`src/hdl/ddrct_pkg.sv`:
```
// constants, command codes and state codes of the memory-side command timing block
// assumes a single 100 MHz core clock that stands in for the memory's command clock
package ddrct_pkg;

  // ****************************************************************
  // clock and derived cycle counts
  // ****************************************************************
  localparam int CLK_PERIOD_NS = 10;
  localparam int CLK_MHZ       = 100;
  localparam int AGE_W         = 16;

  localparam int  T_RAS_MIN_NS = 45;
  localparam int  T_RAS_MAX_NS = 120000;
  localparam int  T_RC_NS      = 65;
  localparam int  T_RFC_NS     = 75;
  localparam int  T_RCD_NS     = 20;
  localparam int  T_RRD_NS     = 15;
  localparam int  T_DAL_NS     = 35;
  localparam int  T_XSNR_NS    = 75;
  localparam int  T_WTR_TCK    = 1;
  localparam int  T_XSRD_TCK   = 200;
  localparam int  T_MRD_TCK    = 2;
  localparam real T_REFI_US    = 7.8;
  localparam int  REFRESH_OWED_MAX = 8;

  function automatic int ceilCyc(input int ns);
    return (ns + CLK_PERIOD_NS - 1) / CLK_PERIOD_NS;
  endfunction

  localparam logic [AGE_W-1:0] AGE_MAX     = '1;
  localparam logic [AGE_W-1:0] RAS_MIN_CYC = AGE_W'(ceilCyc(T_RAS_MIN_NS));
  localparam int               RAS_MAX_DEF = T_RAS_MAX_NS / CLK_PERIOD_NS;
  localparam logic [AGE_W-1:0] RC_CYC      = AGE_W'(ceilCyc(T_RC_NS));
  localparam logic [AGE_W-1:0] RFC_CYC     = AGE_W'(ceilCyc(T_RFC_NS));
  localparam logic [AGE_W-1:0] RCD_CYC     = AGE_W'(ceilCyc(T_RCD_NS));
  localparam logic [AGE_W-1:0] RRD_CYC     = AGE_W'(ceilCyc(T_RRD_NS));
  localparam logic [AGE_W-1:0] DAL_CYC     = AGE_W'(ceilCyc(T_DAL_NS));
  localparam logic [AGE_W-1:0] XSNR_CYC    = AGE_W'(ceilCyc(T_XSNR_NS));
  localparam logic [AGE_W-1:0] WTR_CYC     = AGE_W'(T_WTR_TCK);
  localparam logic [AGE_W-1:0] XSRD_CYC    = AGE_W'(T_XSRD_TCK);
  localparam logic [AGE_W-1:0] MRD_CYC     = AGE_W'(T_MRD_TCK);
  localparam logic [9:0]       REFI_CYC    = 10'(int'(T_REFI_US * real'(CLK_MHZ)));
  localparam logic [3:0]       OWED_MAX    = 4'(REFRESH_OWED_MAX);

  // ****************************************************************
  // data path shape and switch-control timing
  // ****************************************************************
  localparam int DATA_W    = 16;
  localparam int ADDR_W    = 11;
  localparam int BANK_W    = 2;
  localparam int BANKS     = 4;
  localparam int COL_W     = 4;
  localparam int AUTO_PRE_BIT = 10;
  localparam int CAS_LAT_CYC  = 2;
  localparam logic [1:0] BURST_LAST = 2'h3;
  localparam int FET_RD_LEAD_CYC = 1;
  localparam logic [1:0] RD_LEAD_WAIT = 2'(CAS_LAT_CYC - FET_RD_LEAD_CYC - 1);
  localparam logic FET_OFF = 1'b1;

  // ****************************************************************
  // pin bundle layout after synchronising
  // ****************************************************************
  localparam int PIN_W    = 35;
  localparam int PIN_CKE  = 34;
  localparam int PIN_CS   = 33;
  localparam int PIN_CMD  = 30;
  localparam int PIN_BANK = 28;
  localparam int PIN_ADDR = 17;
  localparam int PIN_STB  = 16;
  localparam int PIN_DATA = 0;
  localparam logic [PIN_W-1:0] PIN_IDLE = 35'h7c0000000;

  typedef enum logic [2:0] {
    CMD_MRS = 3'b000,
    CMD_REF = 3'b001,
    CMD_PRE = 3'b010,
    CMD_ACT = 3'b011,
    CMD_WR  = 3'b100,
    CMD_RD  = 3'b101,
    CMD_BST = 3'b110,
    CMD_NOP = 3'b111
  } ddrct_cmd_t;

  typedef enum logic [2:0] {
    FS_IDLE     = 3'b000,
    FS_RD_LEAD  = 3'b001,
    FS_RD_BURST = 3'b010,
    FS_RD_HOLD  = 3'b011,
    FS_WR       = 3'b100
  } ddrct_fet_t;

endpackage

```
`src/hdl/ddrct_buf2.sv`:
```
// two-entry valid/ready buffer in the read data path
// assumes both sides on core_clk; outValid and outData come straight from flops
`timescale 1ns/100ps
module ddrct_buf2
  import ddrct_pkg::*;
(
  input  wire logic              core_clk,
  input  wire logic              reset_n,
  input  wire logic              inValid,
  output logic                   inReady,
  input  wire logic [DATA_W-1:0] inData,
  output logic                   outValid,
  input  wire logic              outReady,
  output logic [DATA_W-1:0]      outData,
  output logic                   bufEmpty
);

  logic [DATA_W-1:0] skid_q;
  logic              skidValid_q;

  // ready is the skid slot being free, so a stall downstream costs no word
  assign inReady  = ~skidValid_q;
  assign bufEmpty = ~outValid & ~skidValid_q;

  always_ff @(posedge core_clk) begin
    if (!reset_n) begin
      outValid    <= 1'b0;
      outData     <= '0;
      skidValid_q <= 1'b0;
      skid_q      <= '0;
    end else if (!outValid || outReady) begin
      if (skidValid_q) begin
        outData     <= skid_q;
        outValid    <= 1'b1;
        skidValid_q <= 1'b0;
      end else begin
        outValid <= inValid;
        if (inValid) begin
          outData <= inData;
        end
      end
    end else if (inValid && !skidValid_q) begin
      skid_q      <= inData;
      skidValid_q <= 1'b1;
    end
  end

endmodule // ddrct_buf2

```
`src/hdl/ddrct_device.sv`:
```
// memory-side command timing: checks controller command spacing, drives the
// active-low fet switch control around reads and writes, holds a small array
// assumes command pins and strobe arrive asynchronously and are resynchronised
//
// Overview of operation
// bank stays open at least 45 ns and at most 120,000 ns before precharge.
// activate to activate or auto-refresh on one bank needs 65 ns.
// auto-refresh to next auto-refresh or any activate needs 75 ns.
// activate to read or write on that bank needs 20 ns.
// activates to different banks are at least 15 ns apart.
// write with auto precharge to next activate of that bank needs 35 ns.
// one clock at least between end of write data and a read.
// self-refresh exit to any non-read command needs 75 ns.
// self-refresh exit to a read needs 200 clocks for relock.
// auto-refresh commands average at most 7.8 us apart.
// no more than eight owed refreshes outstanding.
// mode register set needs 2 clocks before the next command.
// first write strobe latch lands 5.6 to 9.4 ns after write command.
// write strobe is valid by the clock edge before its first latch edge.
// write preamble goes high impedance to low unless a write precedes it.
// switch control asserts 0.9 to 1.1 clocks ahead of read data.
// switch control holds 0.4 to 0.6 clocks after a read burst; the code holds it one clock.
// switch control goes low within 4.0 ns of a write command; the code drives it low one clock after the synchronised write.
// switch control releases 1.25 to 2.0 ns after last strobe goes low; the code releases it one clock after the synchronised fall.
// intervals count from registering rising edges, ns rounded up to clocks.
`timescale 1ns/100ps
module ddrct_device
  import ddrct_pkg::*;
#(
  parameter int RAS_MAX_CYC = RAS_MAX_DEF
)(
  input  wire logic              core_clk,
  input  wire logic              reset_n,
  input  wire logic              cmdCke,
  input  wire logic              cmdCs_n,
  input  wire logic              cmdRas_n,
  input  wire logic              cmdCas_n,
  input  wire logic              cmdWe_n,
  input  wire logic [BANK_W-1:0] cmdBank,
  input  wire logic [ADDR_W-1:0] cmdAddr,
  input  wire logic              wrStrobe,
  input  wire logic [DATA_W-1:0] wrData,
  output logic [DATA_W-1:0]      rdData,
  output logic                   rdValid,
  input  wire logic              rdReady,
  output logic                   fetSwitchCtl_n,
  output logic                   timingFault,
  output logic [3:0]             refreshOwed
);

  // ****************************************************************
  // pin synchroniser and command decode
  // ****************************************************************
  logic [PIN_W-1:0] pinMeta_q;
  logic [PIN_W-1:0] pinSync_q;

  always_ff @(posedge core_clk) begin
    if (!reset_n) begin
      pinMeta_q <= PIN_IDLE;
      pinSync_q <= PIN_IDLE;
    end else begin
      pinMeta_q <= {cmdCke, cmdCs_n, cmdRas_n, cmdCas_n, cmdWe_n, cmdBank, cmdAddr,
                    wrStrobe, wrData};
      pinSync_q <= pinMeta_q;
    end
  end

  logic              ckeNow;
  logic              ckePrev_q;
  logic              strobePrev_q;
  logic              inSelfRef_q;
  logic [2:0]        cmdBits;
  logic [BANK_W-1:0] bank;
  logic [ADDR_W-1:0] addr;
  logic [DATA_W-1:0] dataIn;
  logic              strobeFall;
  ddrct_cmd_t        cmd;

  assign ckeNow     = pinSync_q[PIN_CKE];
  assign cmdBits    = pinSync_q[PIN_CMD +: 3];
  assign bank       = pinSync_q[PIN_BANK +: BANK_W];
  assign addr       = pinSync_q[PIN_ADDR +: ADDR_W];
  assign dataIn     = pinSync_q[PIN_DATA +: DATA_W];
  assign strobeFall = strobePrev_q & ~pinSync_q[PIN_STB];
  // commands count only with clock enable held high across the edge
  assign cmd = (!pinSync_q[PIN_CS] && ckeNow && ckePrev_q) ? ddrct_cmd_t'(cmdBits) : CMD_NOP;

  logic selfRefEntry;
  logic selfRefExit;
  logic autoRef;
  assign selfRefEntry = !pinSync_q[PIN_CS] && cmdBits == CMD_REF && ckePrev_q && !ckeNow;
  assign selfRefExit  = inSelfRef_q && ckeNow && !ckePrev_q;
  assign autoRef      = cmd == CMD_REF;

  always_ff @(posedge core_clk) begin
    if (!reset_n) begin
      ckePrev_q    <= 1'b0;
      strobePrev_q <= 1'b0;
      inSelfRef_q  <= 1'b0;
    end else begin
      ckePrev_q    <= ckeNow;
      strobePrev_q <= pinSync_q[PIN_STB];
      inSelfRef_q  <= selfRefEntry | (inSelfRef_q & ~selfRefExit);
    end
  end

  function automatic logic [AGE_W-1:0] ageStep(input logic clr, input logic [AGE_W-1:0] age);
    // restart at one so that an age equals the cycles since the command
    return clr ? AGE_W'(1) : ((age == AGE_MAX) ? age : age + 1'b1);
  endfunction

  // ****************************************************************
  // per-bank spacing checks
  // ****************************************************************
  logic [BANKS-1:0] bankFault;
  logic             wrDone;
  logic [BANK_W-1:0] wrBank_q;
  logic             wrAutoPre_q;

  for (genvar i = 0; i < BANKS; i++) begin : gBank
    logic             open_q;
    logic [AGE_W-1:0] actAge_q;
    logic [AGE_W-1:0] dalAge_q;
    logic             hit;
    logic             preHit;
    logic             rwHit;
    logic             preEarly;
    assign hit    = bank == BANK_W'(i);
    assign preHit = cmd == CMD_PRE && (hit || addr[AUTO_PRE_BIT]);
    assign rwHit  = (cmd == CMD_RD || cmd == CMD_WR) && hit;
    assign preEarly = preHit && open_q && actAge_q < RAS_MIN_CYC;

    always_ff @(posedge core_clk) begin
      if (!reset_n) begin
        open_q   <= 1'b0;
        actAge_q <= AGE_MAX;
        dalAge_q <= AGE_MAX;
      end else begin
        actAge_q <= ageStep(cmd == CMD_ACT && hit, actAge_q);
        dalAge_q <= ageStep(wrDone && wrAutoPre_q && wrBank_q == BANK_W'(i), dalAge_q);
        if (cmd == CMD_ACT && hit) begin
          open_q <= 1'b1;
        end else if (preHit || (rwHit && addr[AUTO_PRE_BIT])) begin
          open_q <= 1'b0;
        end
      end
    end

    assign bankFault[i] = (((cmd == CMD_ACT && hit) || autoRef) && actAge_q < RC_CYC)
                        | (cmd == CMD_ACT && hit && dalAge_q < DAL_CYC)
                        | preEarly
                        | (open_q && actAge_q == AGE_W'(RAS_MAX_CYC))
                        | (rwHit && actAge_q < RCD_CYC);

  end

  // ****************************************************************
  // device-wide spacing and refresh bookkeeping
  // ****************************************************************
  logic [AGE_W-1:0]  lastActAge_q;
  logic [BANK_W-1:0] lastActBank_q;
  logic [AGE_W-1:0]  refAge_q;
  logic [AGE_W-1:0]  mrdAge_q;
  logic [AGE_W-1:0]  xsAge_q;
  logic [AGE_W-1:0]  wrEndAge_q;
  logic [9:0]        refiCnt_q;
  logic              refreshTick;
  logic              globalFault;

  assign refreshTick = refiCnt_q == REFI_CYC - 10'h001;

  always_ff @(posedge core_clk) begin
    if (!reset_n) begin
      lastActAge_q  <= AGE_MAX;
      lastActBank_q <= '0;
      refAge_q      <= AGE_MAX;
      mrdAge_q      <= AGE_MAX;
      xsAge_q       <= AGE_MAX;
      wrEndAge_q    <= AGE_MAX;
    end else begin
      lastActAge_q <= ageStep(cmd == CMD_ACT, lastActAge_q);
      if (cmd == CMD_ACT) begin
        lastActBank_q <= bank;
      end
      refAge_q   <= ageStep(autoRef, refAge_q);
      mrdAge_q   <= ageStep(cmd == CMD_MRS, mrdAge_q);
      xsAge_q    <= ageStep(selfRefExit, xsAge_q);
      wrEndAge_q <= ageStep(wrDone, wrEndAge_q);
    end
  end

  // one owed refresh per interval; a refresh command pays one back
  always_ff @(posedge core_clk) begin
    if (!reset_n) begin
      refiCnt_q   <= '0;
      refreshOwed <= '0;
    end else begin
      refiCnt_q <= refreshTick ? 10'h000 : refiCnt_q + 10'h001;
      if (inSelfRef_q) begin
        refreshOwed <= '0;
      end else if (refreshTick && !autoRef && refreshOwed != 4'hf) begin
        refreshOwed <= refreshOwed + 4'h1;
      end else if (autoRef && !refreshTick && refreshOwed != 4'h0) begin
        refreshOwed <= refreshOwed - 4'h1;
      end
    end
  end

  assign globalFault =
      (cmd == CMD_ACT && bank != lastActBank_q && lastActAge_q < RRD_CYC)
    | ((cmd == CMD_ACT || autoRef) && refAge_q < RFC_CYC)
    | (cmd != CMD_NOP && mrdAge_q < MRD_CYC)
    | (cmd != CMD_NOP && cmd != CMD_RD && xsAge_q < XSNR_CYC)
    | (cmd == CMD_RD && xsAge_q < XSRD_CYC)
    | (cmd == CMD_RD && wrEndAge_q <= WTR_CYC)
    | (refreshTick && !autoRef && refreshOwed == OWED_MAX);

  always_ff @(posedge core_clk) begin
    if (!reset_n) begin
      timingFault <= 1'b0;
    end else begin
      timingFault <= (|bankFault) | globalFault;
    end
  end

  // ****************************************************************
  // data array, burst sequencing and switch control
  // ****************************************************************
  logic [DATA_W-1:0]      mem [BANKS * (1 << COL_W)];
  ddrct_fet_t             fetSt_q;
  logic [1:0]             rdWait_q;
  logic [1:0]             beat_q;
  logic [BANK_W-1:0]      rdBank_q;
  logic [COL_W-1:0]       col_q;
  logic                   bufInValid;
  logic                   bufInReady;
  logic                   bufEmpty;

  assign bufInValid = fetSt_q == FS_RD_BURST;
  // strobe edges are trusted only inside the write window the controller sets up
  assign wrDone = fetSt_q == FS_WR && strobeFall && beat_q == BURST_LAST;

  always_ff @(posedge core_clk) begin
    if (fetSt_q == FS_WR && strobeFall) begin
      mem[{wrBank_q, col_q}] <= dataIn;
    end
  end

  // commands arriving mid-burst are checked for timing but start no data
  always_ff @(posedge core_clk) begin
    if (!reset_n) begin
      fetSt_q        <= FS_IDLE;
      fetSwitchCtl_n <= FET_OFF;
      rdWait_q       <= '0;
      beat_q         <= '0;
      rdBank_q       <= '0;
      wrBank_q       <= '0;
      wrAutoPre_q    <= 1'b0;
      col_q          <= '0;
    end else begin
      case (fetSt_q)
        FS_IDLE: begin
          beat_q <= '0;
          col_q  <= addr[COL_W-1:0];
          if (cmd == CMD_WR) begin
            fetSt_q        <= FS_WR;
            fetSwitchCtl_n <= 1'b0;
            wrBank_q       <= bank;
            wrAutoPre_q    <= addr[AUTO_PRE_BIT];
          end else if (cmd == CMD_RD) begin
            fetSt_q  <= FS_RD_LEAD;
            rdWait_q <= RD_LEAD_WAIT;
            rdBank_q <= bank;
          end
        end
        FS_RD_LEAD: begin
          if (rdWait_q == 2'h0) begin
            fetSwitchCtl_n <= 1'b0;
            fetSt_q        <= FS_RD_BURST;
          end else begin
            rdWait_q <= rdWait_q - 2'h1;
          end
        end
        FS_RD_BURST: begin
          if (bufInReady) begin
            beat_q <= beat_q + 2'h1;
            col_q  <= col_q + 1'b1;
            if (beat_q == BURST_LAST) begin
              fetSt_q <= FS_RD_HOLD;
            end
          end
        end
        FS_RD_HOLD: begin
          // one whole clock past the last word: half a clock cannot be made here
          if (bufEmpty) begin
            fetSwitchCtl_n <= FET_OFF;
            fetSt_q        <= FS_IDLE;
          end
        end
        FS_WR: begin
          if (strobeFall) begin
            beat_q <= beat_q + 2'h1;
            col_q  <= col_q + 1'b1;
            if (beat_q == BURST_LAST) begin
              fetSwitchCtl_n <= FET_OFF;
              fetSt_q        <= FS_IDLE;
            end
          end
        end
        default: begin
          fetSt_q        <= FS_IDLE;
          fetSwitchCtl_n <= FET_OFF;
        end
      endcase
    end
  end

  ddrct_buf2 uBuf (
    .core_clk (core_clk),
    .reset_n  (reset_n),
    .inValid  (bufInValid),
    .inReady  (bufInReady),
    .inData   (mem[{rdBank_q, col_q}]),
    .outValid (rdValid),
    .outReady (rdReady),
    .outData  (rdData),
    .bufEmpty (bufEmpty)
  );
endmodule // ddrct_device

```
`config.mk`:
```
export PLATFORM = sky130hd
export DESIGN_NAME = ddrct_device
export DESIGN_NICKNAME = d
export VERILOG_FILES = /design/src/hdl/ddrct_pkg.sv /design/src/hdl/ddrct_buf2.sv /design/src/hdl/ddrct_device.sv
export SDC_FILE = /design/constraint.sdc
export NUM_CORES = 2
export LEC_CHECK = 0
export ABC_AREA = 1
export BUFFER_PORTS_ARGS = -buffer_cell sky130_fd_sc_hd__buf_2
export CORE_MARGIN = 2
export CORE_UTILIZATION = 30
export CTS_CLUSTER_DIAMETER = 150
export DETAILED_ROUTE_END_ITERATION = 6
export HOLD_SLACK_MARGIN = 0.06
export PLACE_DENSITY = 0.43
export SYNTH_ARGS = -nofsm -noshare
export SYNTH_HDL_FRONTEND = slang
export SYNTH_SLANG_ARGS = --single-unit
```
`constraint.sdc`:
```
create_clock -name core_clk -period 3.1 [get_ports core_clk]
set_input_delay 0.155 -clock core_clk [delete_from_list [all_inputs] [get_ports core_clk]]
set_output_delay 0.155 -clock core_clk [all_outputs]
set_load 0.1 [all_outputs]
```
==> results.txt <==
Tmin final -> 2.82 ns
Hold crit path type -> input port to flop
Slowest-stage cell, CP -> dfxtp_4
First-pass GRT wire length -> 269 mm
Core ar. -> 203000 um^2
IO Pins -> 61
Pin slew with the least headroom to its limit -> 1.10 ns
Arr. time, crit path -> 3.47 ns
Post-route DRC -> 0
CTS Buf Count -> 160
Fin. Hold Viols -> 0
Share of the synthesized area in the top cell type -> 50.2%
DP Wirelength -> 108 mm
Setup CP Type -> flop to flop
Gpl congestion -> 0.815
Startpoint types -> flop
Post-synth EDFFs -> 1024
Max-cap viol count -> 0
Crit-path cells -> inv_8 > buf_12 > buf_4 > nand2_1 > nand3_1 > nand2_1 > nor2_1 > nand2_1 > nand3_1 > nand3_1 > nand2_1 > nand2_1 > nand2_1 > a21oi_1
Routed WL -> 179 mm
Clock slew at reported path FFs -> 0.05 ns
Post-CTS Resized -> 0
Remaining Overflow, GRT -> 0
Die height -> 456 um
Worst EP required -> 3.75 ns
Final net count -> 7054
Post-Syn Nets -> 6859
Initial antenna violation count -> 10
Worst Setup End Kind -> flop
Post-synth top cells -> nand2_1 (1789), inv_1 (1220), edfxtp_1 (1024), nand3_1 (764), nor2_1 (555)
Clk sinks -> 1365
Power per cell area -> 778 nW/um^2
Yosys synthesis warning count -> 0
Chip width -> 456 um
Crit path max fanout -> 39
Leak -> 0.0319 uW
Vias -> 44400
Peak supply drop -> 541 uV
Iteration-0 DRC Markers -> 3787
Syn Std Cell Area -> 61200 um^2
Setup-failing EPs final -> 0
Top-count cell post-synth -> nand2_1
Final Max Slew Viols -> 0
First-pass DRT Iterations -> 6
Power Total -> 55200 uW
Wirelength per Cell -> 18.3 um
Yosys top cell by area -> edfxtp_1
IO Port Bufs -> 54
Setup Fix Bufs, Post-CTS -> 0
Asr flop ratio synth -> 0%
RSZ-0062 raised after global routing -> false
Share of layout cells above drive strength 1 -> 8.59%
Vias per std cell -> 4.54
Final Skew -> 0.0255 ns
Row count -> 165
Setup TNS -> 0 ns
Maximum clock rate -> 354 MHz
Synth Flop Type -> edfxtp_1
Post-synthesis sequential area ratio -> 61.3%
Synth Register Bits -> 1365
Skew-Pair Late Insertion Delay -> 0.79 ns
Antenna Nets Post-Route -> 0
Synth top area cells -> edfxtp_1 (50%), dfxtp_1 (11%), nand2_1 (11%)
Area Overhead vs Synth -> 16.0%
Vias in the first global route -> 42300
Slew HR -> 26.7%
H-tree depth -> 4
Initial core utilization -> 30.2%
Netlist cell types -> 49
Outcome -> finished clean
Mapped Cells -> 6791
GRT Total Usage -> 17.0%
Max incr delay on CP -> 0.43 ns
Most frequent CP cell -> nand2_1
Root buf cell -> clkbuf_16
Die footprint -> 208000 um^2
Pin count of the biggest net entering global routing -> 162
Tcrit/Tclk final -> 91.1%
CTS tree -> done
Syn_area_per_cell -> 9.02 um^2
Max Buffers Root-to-Sink -> 3
## registers in the layout, summed over array words and instances (netlist names), 3 cells and up
| signal | flops |
|---|---|
| gBank.dalAge_q | 64 |
| fetSt_q | 3 |
| refiCnt_q | 10 |
| xsAge_q | 16 |
| refAge_q | 16 |
| refreshOwed | 4 |
| gBank.open_q | 4 |
| lastActAge_q | 16 |
| pinMeta_q | 29 |
| mrdAge_q | 16 |
| uBuf.outData | 16 |
| col_q | 4 |
| pinSync_q | 29 |
| mem | 1024 |
| uBuf.skid_q | 16 |
| gBank.actAge_q | 64 |
| wrEndAge_q | 16 |
## through the flow
step / instance area (um^2) / hold WS [ns] / worst slack, ns / utilization (%) / instances
after floorplan: 61200 / 0.253 / 0.199 / - / 6791
after global placement: 65600 / 0.343 / 0.303 / 32.4 / 9441
after detailed placement: 65600 / 0.346 / 0.303 / 32.4 / 9441
after CTS: 71100 / 0.0652 / 0.270 / 35.1 / 9781
after global routing: 71100 / 0.112 / 0.161 / 35.1 / 9782
final: 71100 / 0.138 / 0.275 / 35.1 / 9783
## cells by family after synthesis
logic type,share of synthesized area (%)
AND/OR/NAND/NOR,24.0
multiplexers,0.0184
adder cells (fa/ha/maj),0.625
XOR/XNOR,0.329
AO/OA/AOI/OAI,4.12
flip-flops,61.3
buffers and inverters,9.52
## worst max-delay path, delay by kind of cell, from the launching register on
| family | cells | cell delay (ns) |
|---|---|---|
| AND/OR/NAND/NOR | 10 | 1.31 |
| buffers and inverters | 3 | 0.82 |
| flip-flops | 1 | 0.43 |
| AO/OA/AOI/OAI | 1 | 0.06 |
## routing by layer
layer / track usage (%) / share of wire, %
met2: 28.3 / 48
met1: 22.9 / 46
met5: 0 / 0
met3: 2.33 / 3.7
met4: 5.21 / 2.7
## cell usage in the layout (no fill, tap or decap), types with 6 or more instances in the layout
master	synthesis	final
clkinv_2	0	15
a21oi_1	81	81
clkbuf_16	0	162
nor3_2	6	11
ha_1	29	29
and3_1	6	6
or2_2	114	114
nor4_1	34	34
a31oi_1	8	8
buf_2	92	53
a211oi_1	7	7
nand2_1	1789	1789
dlygate4sd3_1	0	55
nor3_1	81	76
xor2_1	14	14
buf_12	0	39
edfxtp_1	1024	1024
xnor2_1	9	9
dfxtp_1	341	323
o31ai_1	8	8
inv_1	1220	1219
o211ai_1	68	68
nand3_1	764	764
o311ai_0	16	16
a31o_2	7	7
inv_2	6	6
buf_4	31	142
nand4_1	83	83
nor2_1	555	553
o21ai_0	222	222
clkbuf_1	112	51
clkbuf_8	0	10
dfxtp_4	0	17
clkinv_1	2	29
## repair_timing
item,in CTS,in global routing
hold buffers,55,0
setup endpoints to repair,0,0
hold endpoints to repair,107,0
## power by group
group	switching, uW	internal [uW]	leakage (uW)	total (uW)
combinational	10400	4790	0.0173	15200
clock	7660	10300	0.00237	17900
sequential	1470	20700	0.0122	22100
total	19500	35700	0.0319	55200
## path summary, 6_finish.rpt
check	startpoint	slack, ns	to	cells after the start
setup / recovery	col_q[0]	0.28	uBuf.outData[14]	14
hold / removal	wrData[9]	0.14	pinMeta_q[9]	4
setup reg to reg	col_q[0]	0.28	uBuf.outData[14]	14
hold reg to reg	pinMeta_q[13]	0.42	pinSync_q[13]	2
## area by class of cell
class	count	area (um^2)
tap	2672	3340
sequential	1365	37600
timing repair buffer	290	2680
inverter	1228	4620
antenna	2	5.00
clock inverter	63	513
multi-input combinational	3941	17900
clock buffer	222	4370
fill	20600	131000
No activity file was read; power rests on OpenSTA's default activity.
